## src/common/sio_irq_pkg.sv

```systemverilog
// Constants for the serial channel receive/transmit interrupt logic.
// Assumes an 8-bit register port with a 4-bit register address.
package sio_irq_pkg;

  // ************************************************************
  // Register map
  // ************************************************************
  localparam int         ADDR_W           = 4;
  localparam int         DATA_W           = 8;
  localparam logic [3:0] COMMAND_REG      = 4'h0;
  localparam logic [3:0] INT_CONTROL_REG  = 4'h1;
  localparam logic [3:0] TX_BUFFER_REG    = 4'h2;
  localparam logic [3:0] MASTER_CTRL_REG  = 4'h3;
  localparam logic [3:0] BASIC_STATUS_REG = 4'h4;
  localparam logic [3:0] SPECIAL_STAT_REG = 4'h5;
  localparam logic [3:0] VECTOR_REG       = 4'h6;
  localparam logic [3:0] PENDING_REG      = 4'h7;
  localparam logic [3:0] RX_DATA_REG      = 4'h8;

  // ************************************************************
  // Field positions
  // ************************************************************
  localparam int ICR_TX_IE      = 1;
  localparam int ICR_PAR_SPEC   = 2;
  localparam int ICR_MODE_LO    = 3;
  localparam int ICR_DMA_EN     = 7;
  localparam int MCR_MIE        = 3;
  localparam int MCR_FS_FIFO_EN = 2;
  localparam int CMD_LO         = 3;
  localparam int ST_RX_AVAIL    = 0;
  localparam int ST_TX_EMPTY    = 2;
  localparam int ST_UNDERRUN    = 6;
  localparam int PND_TX         = 0;
  localparam int PND_RX         = 1;
  localparam int ENT_PARITY     = 8;
  localparam int ENT_OVERRUN    = 9;
  localparam int ENT_FRAMING    = 10;
  localparam int ENT_EOF        = 11;
  localparam int ENT_W          = 12;

  // ************************************************************
  // Receive modes, commands, vector status
  // ************************************************************
  localparam logic [1:0] RXM_OFF     = 2'h0;
  localparam logic [1:0] RXM_FIRST   = 2'h1;
  localparam logic [1:0] RXM_ALL     = 2'h2;
  localparam logic [1:0] RXM_SPECIAL = 2'h3;

  localparam logic [2:0] CMD_EN_NEXT_CHAR = 3'h1;
  localparam logic [2:0] CMD_RST_TX_PEND  = 3'h2;
  localparam logic [2:0] CMD_ERROR_RESET  = 3'h3;
  localparam logic [2:0] CMD_RST_HIGH_IUS = 3'h4;
  localparam logic [2:0] CMD_RST_UNDERRUN = 3'h5;

  localparam logic [1:0] VEC_NONE       = 2'h0;
  localparam logic [1:0] VEC_TX_EMPTY   = 2'h1;
  localparam logic [1:0] VEC_RX_CHAR    = 2'h2;
  localparam logic [1:0] VEC_RX_SPECIAL = 2'h3;

  // ************************************************************
  // Reset values
  // ************************************************************
  localparam logic [7:0] ICR_RESET   = 8'h00;
  localparam logic [7:0] MCR_RESET   = 8'h00;
  localparam int         RX_DEPTH_DEF = 3;

endpackage : sio_irq_pkg

```

## src/verilog/sio_irq.sv

```systemverilog
// Receive and transmit interrupt-pending logic for one serial channel.
// Assumes receiver, transmitter and DMA handshake run on CORE_CLK.
//
// Function
// - Two-bit field selects receive interrupt mode
// - First mode: first character sets pending
// - Read clears; rearm by command or mode entry
// - Overrun, framing, end of frame are special
// - Parity error special when enabled
// - Special pends after read, locks until reset
// - Character and special share pending, in-service
// - Status FIFO: no lock, overrun stops DMA
// - All mode: every character pends until removed
// - All mode: special never locks FIFO
// - Special-only: pend after special character read
// - Special-only: lock blocks DMA until reset
// - Vector prefers character; character alone silent
// - Transmit pends on buffer full to empty
// - Transmit enable gates transmit requests
// - Pending bits update with master enable off
// - Sync modes: pend when CRC done
// - Underflow sends CRC, flags underrun, empty low
// - Buffer-empty set after every transmit pend
// - Write or command clears transmit pending
//
// Our own choices: strobed register access and the register offsets.
`timescale 1ns/10ps

module sio_irq #(
  parameter int RX_DEPTH = sio_irq_pkg::RX_DEPTH_DEF
) (
  input  wire logic                              CORE_CLK,
  input  wire logic                              RST_B,
  input  wire logic [sio_irq_pkg::ADDR_W-1:0]    REG_ADDR,
  input  wire logic [sio_irq_pkg::DATA_W-1:0]    REG_WDATA,
  input  wire logic                              REG_WR,
  input  wire logic                              REG_RD,
  output logic      [sio_irq_pkg::DATA_W-1:0]    REG_RDATA,
  input  wire logic                              RX_CHAR_VALID,
  input  wire logic [7:0]                        RX_CHAR_DATA,
  input  wire logic                              RX_PARITY_ERR,
  input  wire logic                              RX_FRAMING_ERR,
  input  wire logic                              RX_END_OF_FRAME,
  output logic                                   DMA_RX_REQ,
  input  wire logic                              DMA_RX_ACK,
  output logic      [7:0]                        DMA_RX_DATA,
  input  wire logic                              TX_SYNC_MODE,
  input  wire logic                              TX_LOAD,
  input  wire logic                              TX_CRC_START,
  input  wire logic                              TX_CRC_DONE,
  output logic      [7:0]                        TX_DATA,
  output logic                                   TX_FULL,
  output logic                                   INT_REQ_B
);
  import sio_irq_pkg::*;

  localparam int CNT_W = $clog2(RX_DEPTH + 1);

  // ************************************************************
  // Elaboration checks
  // ************************************************************
  if (RX_DEPTH < 1 || RX_DEPTH > 16) begin : g_depth_chk
    $error("RX_DEPTH must lie in 1..16");
  end

  // ************************************************************
  // State
  // ************************************************************
  typedef struct packed {
    logic [7:0]                          icr;
    logic [7:0]                          mcr;
    logic [1:0]                          prev_mode;
    logic [7:0]                          txbuf;
    logic                                txfull;
    logic                                txempty;
    logic                                underrun;
    logic                                tx_ip;
    logic                                armed;
    logic                                sp_pend;
    logic                                lock;
    logic                                dma_dis;
    logic                                ius_rx;
    logic                                ius_tx;
    logic [RX_DEPTH-1:0][ENT_W-1:0]      fifo;
    logic [CNT_W-1:0]                    cnt;
    logic [ENT_W-1:0]                    held;
    logic [7:0]                          rdata;
    logic                                irq_b;
    logic                                dma_req;
    logic [7:0]                          dma_data;
  } state_s;

  state_s               s_r;
  state_s               s_nxt;
  logic [1:0]           mode;
  logic                 avail;
  logic [ENT_W-1:0]     top;
  logic                 top_sp;
  logic                 pop;
  logic                 wr_cmd;
  logic [2:0]           cmd;
  logic                 rx_ip;
  logic                 tx_req;
  logic                 rx_req;
  logic [1:0]           vec;
  logic [CNT_W-1:0]     cnt_tmp;
  logic [ENT_W-1:0]     new_ent;
  logic [ENT_W-1:0]     spec_view;

  // ************************************************************
  // Next state
  // ************************************************************
  always_comb begin
    s_nxt   = s_r;
    s_nxt.rdata = 8'h00;
    mode    = s_r.icr[ICR_MODE_LO +: 2];
    avail   = (s_r.cnt != '0) && !s_r.lock;
    top     = s_r.fifo[0];
    top_sp  = top[ENT_OVERRUN] | top[ENT_FRAMING] | top[ENT_EOF]
            | (top[ENT_PARITY] & s_r.icr[ICR_PAR_SPEC]);
    pop     = avail && ((REG_RD && REG_ADDR == RX_DATA_REG)
                        || (DMA_RX_ACK && s_r.dma_req));
    wr_cmd  = REG_WR && REG_ADDR == COMMAND_REG;
    cmd     = REG_WDATA[CMD_LO +: 3];
    cnt_tmp = s_r.cnt;
    new_ent = {RX_END_OF_FRAME, RX_FRAMING_ERR, 1'b0, RX_PARITY_ERR, RX_CHAR_DATA};

    // Receive pending per mode
    unique case (mode)
      RXM_OFF:     rx_ip = 1'b0;
      RXM_FIRST:   rx_ip = (s_r.armed && avail) || s_r.sp_pend;
      RXM_ALL:     rx_ip = avail;
      RXM_SPECIAL: rx_ip = s_r.sp_pend;
    endcase

    // Vector status: character available outranks special
    if (avail && mode != RXM_OFF) begin
      vec = VEC_RX_CHAR;
    end else if (s_r.sp_pend) begin
      vec = VEC_RX_SPECIAL;
    end else if (s_r.tx_ip) begin
      vec = VEC_TX_EMPTY;
    end else begin
      vec = VEC_NONE;
    end
    spec_view = s_r.lock ? s_r.held : top;

    // Register writes
    if (REG_WR) begin
      unique case (REG_ADDR)
        INT_CONTROL_REG: s_nxt.icr = REG_WDATA;
        MASTER_CTRL_REG: s_nxt.mcr = REG_WDATA;
        TX_BUFFER_REG: begin
          s_nxt.txbuf   = REG_WDATA;
          s_nxt.txfull  = 1'b1;
          s_nxt.txempty = 1'b0;
          s_nxt.tx_ip   = 1'b0;
        end
        default: ;
      endcase
    end

    // Commands: clears first so that same-cycle sets win
    if (wr_cmd) begin
      unique case (cmd)
        CMD_EN_NEXT_CHAR: s_nxt.armed = 1'b1;
        CMD_RST_TX_PEND:  s_nxt.tx_ip = 1'b0;
        CMD_ERROR_RESET: begin
          s_nxt.sp_pend = 1'b0;
          s_nxt.lock    = 1'b0;
          s_nxt.dma_dis = 1'b0;
        end
        CMD_RST_HIGH_IUS: begin
          if (s_r.ius_rx) begin
            s_nxt.ius_rx = 1'b0;
          end else begin
            s_nxt.ius_tx = 1'b0;
          end
        end
        CMD_RST_UNDERRUN: s_nxt.underrun = 1'b0;
        default: ;
      endcase
    end

    // Arm on entry into first-character mode
    s_nxt.prev_mode = mode;
    if (mode == RXM_FIRST && s_r.prev_mode != RXM_FIRST) begin
      s_nxt.armed = 1'b1;
    end

    // Register reads
    if (REG_RD) begin
      unique case (REG_ADDR)
        INT_CONTROL_REG:  s_nxt.rdata = s_r.icr;
        MASTER_CTRL_REG:  s_nxt.rdata = s_r.mcr;
        BASIC_STATUS_REG: begin
          s_nxt.rdata[ST_RX_AVAIL] = avail;
          s_nxt.rdata[ST_TX_EMPTY] = s_r.txempty;
          s_nxt.rdata[ST_UNDERRUN] = s_r.underrun;
        end
        SPECIAL_STAT_REG: s_nxt.rdata = {spec_view[ENT_W-1:ENT_PARITY], 4'h0};
        PENDING_REG: begin
          s_nxt.rdata[PND_TX] = s_r.tx_ip;
          s_nxt.rdata[PND_RX] = rx_ip;
        end
        VECTOR_REG: begin
          s_nxt.rdata = {6'h00, vec};
          if (rx_ip && !s_r.ius_rx) begin
            s_nxt.ius_rx = 1'b1;
          end else if (s_r.tx_ip && s_r.icr[ICR_TX_IE] && !s_r.ius_tx) begin
            s_nxt.ius_tx = 1'b1;
          end
        end
        RX_DATA_REG: s_nxt.rdata = avail ? top[7:0] : s_r.held[7:0];
        default: s_nxt.rdata = 8'h00;
      endcase
    end

    // Character removal
    if (pop) begin
      s_nxt.held = top;
      for (int i = 0; i < RX_DEPTH - 1; i++) begin
        s_nxt.fifo[i] = s_r.fifo[i+1];
      end
      cnt_tmp = CNT_W'(s_r.cnt - 1'b1);
      if (mode == RXM_FIRST) begin
        s_nxt.armed = 1'b0;
      end
      if (top_sp && (mode == RXM_FIRST || mode == RXM_SPECIAL)) begin
        s_nxt.sp_pend = 1'b1;
        s_nxt.lock    = !s_r.mcr[MCR_FS_FIFO_EN];
      end
      if (top[ENT_OVERRUN] && s_r.mcr[MCR_FS_FIFO_EN]) begin
        s_nxt.dma_dis = 1'b1;
        s_nxt.sp_pend = s_nxt.sp_pend || mode != RXM_OFF;
      end
    end

    // Character arrival; full FIFO overwrites its last entry
    if (RX_CHAR_VALID) begin
      if (cnt_tmp < CNT_W'(RX_DEPTH)) begin
        s_nxt.fifo[cnt_tmp] = new_ent;
        cnt_tmp = CNT_W'(cnt_tmp + 1'b1);
      end else begin
        new_ent[ENT_OVERRUN] = 1'b1;
        s_nxt.fifo[RX_DEPTH-1] = new_ent;
      end
    end
    s_nxt.cnt = cnt_tmp;

    // Transmit buffer moved to shift register
    if (TX_LOAD && s_r.txfull) begin
      s_nxt.txfull  = 1'b0;
      s_nxt.txempty = 1'b1;
      if (s_r.icr[ICR_TX_IE]) begin
        s_nxt.tx_ip = 1'b1;
      end
    end
    if (TX_SYNC_MODE && TX_CRC_START && !s_r.txfull) begin
      s_nxt.txempty  = 1'b0;
      s_nxt.underrun = 1'b1;
    end
    if (TX_SYNC_MODE && TX_CRC_DONE) begin
      s_nxt.txempty = 1'b1;
      if (s_r.icr[ICR_TX_IE]) begin
        s_nxt.tx_ip = 1'b1;
      end
    end

    // Interrupt request and DMA request
    rx_req = rx_ip && !s_r.ius_rx;
    tx_req = s_r.tx_ip && s_r.icr[ICR_TX_IE] && !s_r.ius_tx && !s_r.ius_rx;
    s_nxt.irq_b = !(s_r.mcr[MCR_MIE] && (rx_req || tx_req));
    s_nxt.dma_req = (s_nxt.cnt != '0) && !s_nxt.lock && !s_nxt.dma_dis
                  && s_nxt.icr[ICR_DMA_EN];
    s_nxt.dma_data = s_nxt.fifo[0][7:0];
  end

  // ************************************************************
  // State register
  // ************************************************************
  always_ff @(posedge CORE_CLK) begin
    if (!RST_B) begin
      s_r         <= '0;
      s_r.icr     <= ICR_RESET;
      s_r.mcr     <= MCR_RESET;
      s_r.txempty <= 1'b1;
      s_r.irq_b   <= 1'b1;
    end else begin
      s_r <= s_nxt;
    end
  end

  assign REG_RDATA   = s_r.rdata;
  assign DMA_RX_REQ  = s_r.dma_req;
  assign DMA_RX_DATA = s_r.dma_data;
  assign TX_DATA     = s_r.txbuf;
  assign TX_FULL     = s_r.txfull;
  assign INT_REQ_B   = s_r.irq_b;

endmodule : sio_irq

```

## config.mk

```make
export PLATFORM = sky130hd
export DESIGN_NAME = sio_irq
export DESIGN_NICKNAME = d
export VERILOG_FILES = /design/src/common/sio_irq_pkg.sv /design/src/verilog/sio_irq.sv
export SDC_FILE = /design/constraint.sdc
export NUM_CORES = 1
export LEC_CHECK = 0
export ABC_AREA = 1
export ABC_CLOCK_PERIOD_IN_PS = 3100
export BUFFER_PORTS_ARGS = -buffer_cell sky130_fd_sc_hd__buf_2
export CORE_ASPECT_RATIO = 1.4
export CORE_MARGIN = 10
export CORE_UTILIZATION = 60
export CTS_BUF_LIST = sky130_fd_sc_hd__clkbuf_4 sky130_fd_sc_hd__clkbuf_8
export DETAILED_ROUTE_END_ITERATION = 12
export GPL_TIMING_DRIVEN = 0
export PLACE_DENSITY = 0.84
export SYNTH_ARGS = -nofsm -noshare
export SYNTH_HDL_FRONTEND = slang
export SYNTH_SLANG_ARGS = --single-unit
```

## constraint.sdc

```tcl
create_clock -name CORE_CLK -period 3.1 [get_ports CORE_CLK]
set_input_delay 0.62 -clock CORE_CLK [delete_from_list [all_inputs] [get_ports CORE_CLK]]
set_output_delay 0.62 -clock CORE_CLK [all_outputs]
set_load 0.02 [all_outputs]
```

# Word-level counts from Yosys, hierarchy flattened

Cells that the tools add are included.

Bits in registers: 104
Bits of input ports: 33
Output and inout bits: 27
Logic and storage cells: 158

$add $sub $neg: 2
Magnitude comparators: 3
Eq/ne operators: 17
Mux-type cells: 54
Bitwise gates (word level): 5
Reduce and logical (&&, ||, !) cells: 53

Operators by type and width:

| operator                                                         | count |
|---|---|
| 24-bit two-way mux                                               | 3 |
| 36-bit bitwise mux                                               | 1 |
| 12-bit two-way mux                                               | 3 |
| 8-bit two-way mux                                                | 4 |
| 12-bit demux with 2-bit select                                   | 1 |
| 1-bit logical AND                                                | 23 |
| 2-bit two-way mux                                                | 11 |
| 1-bit two-way mux                                                | 21 |
| 4-bit by 3-bit == test with 1-bit output (second input constant) | 4 |
| 16-bit two-way mux                                               | 1 |
| 1-bit one-hot mux with 4 select lines                            | 3 |
| 3-bit one-hot mux with 4 select lines                            | 1 |
| 2-bit AND reduction                                              | 6 |
| 1-bit one-hot mux with 5 select lines                            | 2 |
| 2-bit nonzero test                                               | 5 |
| 4-bit by 2-bit == test with 1-bit output (second input constant) | 2 |
| 1-bit logical NOT                                                | 8 |
| 3-bit by 2-bit == test with 1-bit output (second input constant) | 2 |
| 3-bit == test (second input constant)                            | 2 |
| 1-bit one-hot mux with 6 select lines                            | 1 |
| 3-bit nonzero test                                               | 2 |
| 1-bit logical OR                                                 | 5 |
| 2-bit == test (second input constant)                            | 2 |
| 4-bit by 1-bit == test with 1-bit output (second input constant) | 1 |
| 17 further kinds                                                 | 20 |

# Logic depth before layout (Yosys ltp)

Depth after elaboration: 14
Depth in mapped cells: 13

# Least setup slack after synthesis

OpenSTA, ideal clock, no wires.

Path type: input port to flip-flop
From: in REG_ADDR[3] (netlist bit)
To: reg s_r[57] (netlist bit)
Arrival time: 1.629 ns
Data required time: 2.984 ns
Slack: 1.356 ns
Stages on the path: 12
Path through: inv_2 nor2_1 nand3_2 nand2_4 nand2_4 nand2_2 nand2_4 nor2_4 inv_2 buf_6 nor2_1 nor2_1

Cells in the longest elaborated chain, start to end: 11
Elaborated cells on any way between the ends: 13
Those cells by class: order compare: 3; eq/ne: 1; mux: 5; reduce/logical: 4

Ends and longest elaborated chain:

| item                                                                                                                                                       | line           | RTL |
|---|---|---|
| from (decl)                                                                                                                                                | sio_irq.sv:34  | `input wire logic [sio_irq_pkg::ADDR_W-1:0] REG_ADDR,` |
| 4-bit == test (*)                                                                                                                                          | sio_irq.sv:121 | `pop = avail && ((REG_RD && REG_ADDR == RX_DATA_REG)` |
| 1-bit logical AND (*)                                                                                                                                      | sio_irq.sv:121 |  |
| 1-bit logical OR (*)                                                                                                                                       | sio_irq.sv:122 | `\|\| (DMA_RX_ACK && s_r.dma_req));` |
| 1-bit logical AND (*)                                                                                                                                      | sio_irq.sv:121 |  |
| 2-bit two-way mux (*)                                                                                                                                      | sio_irq.sv:220 | `if (pop) begin` |
| 2-bit by 3-bit < comparator with 1-bit output (implied by the code) / 2-bit by 1-bit greater-or-equal comparator with 1-bit output (equally long branches) | sio_irq.sv:242 | `s_nxt.fifo[cnt_tmp] = new_ent;` |
| 1-bit logical AND (implied by the code)                                                                                                                    | sio_irq.sv:242 |  |
| 12-bit two-way mux (implied by the code)                                                                                                                   | sio_irq.sv:242 |  |
| 12-bit demux with 2-bit select                                                                                                                             | sio_irq.sv:242 |  |
| 36-bit bitwise mux                                                                                                                                         | sio_irq.sv:242 |  |
| 12-bit two-way mux (*)                                                                                                                                     | sio_irq.sv:241 | `if (cnt_tmp < CNT_W'(RX_DEPTH)) begin` |
| to (signal assigned)                                                                                                                                       | sio_irq.sv:290 | `s_r <= s_nxt;` |
| to (decl)                                                                                                                                                  | sio_irq.sv:93  | `state_s s_r;` |

Mark *: on every way between the ends. The rest lies on a longest branch, timed or not.
A chain may end at the register's enable or synchronous reset.

# Worst setup path in the final report

From: reg s_r[30] (netlist bit)
To: reg s_r[68] (netlist bit)

Cells in the longest elaborated chain, start to end: 9

Ends and longest elaborated chain:

| item                                      | line           | RTL |
|---|---|---|
| 2-bit nonzero test (*)                    | sio_irq.sv:117 | `avail = (s_r.cnt != '0) && !s_r.lock;` |
| 1-bit logical AND (*)                     | sio_irq.sv:117 |  |
| 1-bit logical AND                         | sio_irq.sv:131 | `RXM_FIRST: rx_ip = (s_r.armed && avail) \|\| s_r.sp_pend;` |
| 1-bit logical OR                          | sio_irq.sv:131 |  |
| 1-bit one-hot mux with 4 select lines (*) | sio_irq.sv:129 | `unique case (mode)` |
| 1-bit logical AND (*)                     | sio_irq.sv:208 | `if (rx_ip && !s_r.ius_rx) begin` |
| 1-bit two-way mux (*)                     | sio_irq.sv:208 |  |
| 2-bit two-way mux (*)                     | sio_irq.sv:193 | `unique case (REG_ADDR)` |
| 2-bit two-way mux (*)                     | sio_irq.sv:192 | `if (REG_RD) begin` |

Marked as above.

==> metrics.md <==
| Metric | Value |
|---|---|
| Status | finished, final reports clean |
| Worst Setup SP | s_r[30] |
| CTS Root Cell | clkbuf_8 |
| Min Tclk post-route | 1.94 ns |
| Max-Cap Viols | 0 |
| Syn Std Cell Area | 4650 um2 |
| TNS Setup | 0 ns |
| Hold buffer count at cts | 0 |
| Most common cell after layout, fill and taps aside | nand2_1 |
| Cell area after layout | 5240 um2 |
| Initial Util | 0.624 |
| Die ar. | 11700 um2 |
| Area of placed instances | between 5000 and 6000 um2 |
| WP data arrival | between 2 and 2.5 ns |
| All-Layer GR Usage | 0.228 |
| Die height | around 120 um |
| Register area share after synthesis | 0.413 |
| Worst-Margin Slew | 0.666 ns |
| CP Capture Type | flip-flop |
| CP required | 3.33 ns |
| Diodes inserted | 0 |
| TritonCTS Buffers | 9 |
| Crit path max fanout | 10 |
| Crit Reg-Reg Startpoint | s_r[30] |
| Peak supply drop | 409 uV |
| Num Clock Sinks | 96 |
| Fin. max-slew vios | 0 |
| Wire length of the first global-routing pass | 21300 um |
| Skew final | 0.00868 ns |
| Layout cells sized above 1 | 0.193 |
| Worst setup SP type | flip-flop |
| DR iter-0 viols | about 290 |
| Largest net degree at the start of global routing | 16 |
| F_max | 0.515 GHz |
| WS Path Type | reg -> reg |
| Final nets | 769 |
| Tcrit/Tclk final | 0.627 |
| Syn avg cell area | 6.98 um2 |
| Resize count post-CTS | 0 |
| Unrepaired setup endpoints after global routing | no |
| Via count | 4510 |
| Leakage power total | 2.44 nW |
| Hold Crit Start | TX_LOAD |
| Slew headroom | 0.553 |
| Clk_lat worst skew | 0.37 ns |
| Yosys synthesis warning count | 0 |
| Yosys reg bits | 96 |
| Cell variety after synth | 32 |
| Final wirelength | 13000 um |
| Clock-pin slew on the worst setup and hold paths | approximately 0.09 ns |
| FP Rows | 37 |
| DR DRC count | 0 |
| Drt via density | approximately 5.4 |
| Layout area overhead | 12.7% |
| Initial antenna violation count | 0 |
| IO Pins | 60 |
| Setup Viol. Count Final | 0 |
| Net count after synthesis | 700 |
| Post-CTS Setup Bufs | 0 |
| Min-delay worst type | in -> reg |
| Drt wl/cell | 15.6 um |
| CTS Buffer Depth | 2 |
| Port Buffer Count | 58 |
| Final Hold Fails | 0 |
| Commonest non-fill, non-tap cells in the layout | nand2_1 (143), nor2_1 (105), dfxtp_1 (96), inv_1 (75), o21ai_0 (67) |
| Vias in the first global route | 4586 |
| H-tree depth | 3 |
| Routability Congestion | 0.959 |
| DRT Pass-1 Iters | 5 |
| Overflow after GRT | 0 |
| Core area | 7450 um2 |
| P per Cell Area | 468 nW/um2 |
| CTS tree | built |
| Synthesized instance count | 666 |
| Hpwl dp | 10200 um |
| DIE WIDTH | 94.4 um |
| Antenna Nets Post-Route | 0 |
| Worst reg-to-reg setup slack | between 1 and 1.5 ns |
==> layout make-up <==
cell class                      count  area, um2
Inverter                           79        297
Clock inverter                      4       31.3
Fill cell                         679       2210
Sequential cell                    96       1920
Tap cell                           97        121
Multi-Input combinational cell    439       2040
Buffer                             52        388
Clock buffer                       12        146
Timing Repair Buffer               58        290
==> Yosys cell counts <==
library cell / n / area share
o21bai_1: 1 / 0.0016
clkbuf_1: 7 / 0.0057
buf_6: 11 / 0.027
nor2_1: 105 / 0.085
buf_2: 7 / 0.0075
a21oi_2: 1 / 0.0019
nand3_4: 2 / 0.0075
nand4_1: 10 / 0.013
o21ai_1: 10 / 0.011
a211oi_1: 1 / 0.0016
nand2_1: 143 / 0.12
nor2_2: 1 / 0.0013
or2_2: 1 / 0.0013
nor2_4: 4 / 0.0097
inv_2: 4 / 0.0032
a21oi_1: 44 / 0.047
inv_1: 75 / 0.061
buf_4: 27 / 0.044
a22o_1: 1 / 0.0019
nand3_1: 22 / 0.024
nor3_1: 7 / 0.0075
ha_1: 1 / 0.0027
a41oi_1: 4 / 0.0075
dfxtp_1: 96 / 0.41
nor3b_1: 1 / 0.0016
o2111ai_1: 1 / 0.0019
o21ai_0: 67 / 0.072
a211oi_2: 2 / 0.0054
a31oi_1: 1 / 0.0013
nand2_4: 3 / 0.0073
nand2_2: 4 / 0.0054
nand3_2: 2 / 0.0043
==> registers in the layout (all words and copies together), names as in the netlist <==
signal and count:
REG_RDATA 8, top 12, DMA_RX_REQ 1, TX_DATA 8, mode 2, TX_FULL 1, INT_REQ_B 1, s_r 63
==> worst paths after layout <==
kind              endpoint  cells after the start
setup / recovery   s_r[68]                     11
hold / removal     TX_FULL                      2
setup reg to reg   s_r[68]                     11
hold reg to reg    s_r[25]                      2
==> stage by stage <==
step	util	cells	setup WS, ns	hold slack (ns)	total power [mW]
after floorplan	-	666	1.36	0.414	1.60
after global placement	0.679	821	0.986	0.443	1.71
after detailed placement	0.679	821	0.942	0.452	1.72
after CTS	0.703	837	1.18	0.454	2.45
after global routing	0.703	837	1.01	0.469	2.55
final	0.703	837	1.16	0.455	2.45
==> critical path, cell delays in order (launching register included) <==
cell and delay [ns]:
dfxtp_1 0.36, inv_1 0.09, ha_1 0.24, nor2_4 0.15, buf_6 0.16, inv_2 0.06
nor2_1 0.23, nand2_1 0.08, nand2_1 0.17, nand2_1 0.08, nand4_1 0.10, a21oi_1 0.08
==> power by group <==
| part | internal, mW | total [mW] | switching (mW) |
|---|---|---|---|
| sequential | 1.29 | 1.32 | 0.0376 |
| clock | 0.320 | 0.748 | 0.428 |
| combinational | 0.137 | 0.378 | 0.241 |
| total | 1.74 | 2.45 | 0.707 |
==> kinds of logic (layout without fill, tap and decap cells) <==
family,count (synthesis),count (layout),share of synthesized area
and+or+nand+nor,305,305,0.283
buffers and inverters,131,205,0.147
adders and majority gates,1,1,0.00269
DFF,96,96,0.413
AOI/OAI and AO/OA,133,133,0.153
==> routing by layer <==
metal | wire (um) | GRT usage | share of wire
met5 | 0 | 0 | 0
met4 | 577 | 0.136 | 0.044
met3 | 771 | 0.0421 | 0.059
met2 | 6740 | 0.427 | 0.52
met1 | 4930 | 0.227 | 0.38
No activity file was read; power rests on OpenSTA's default activity.
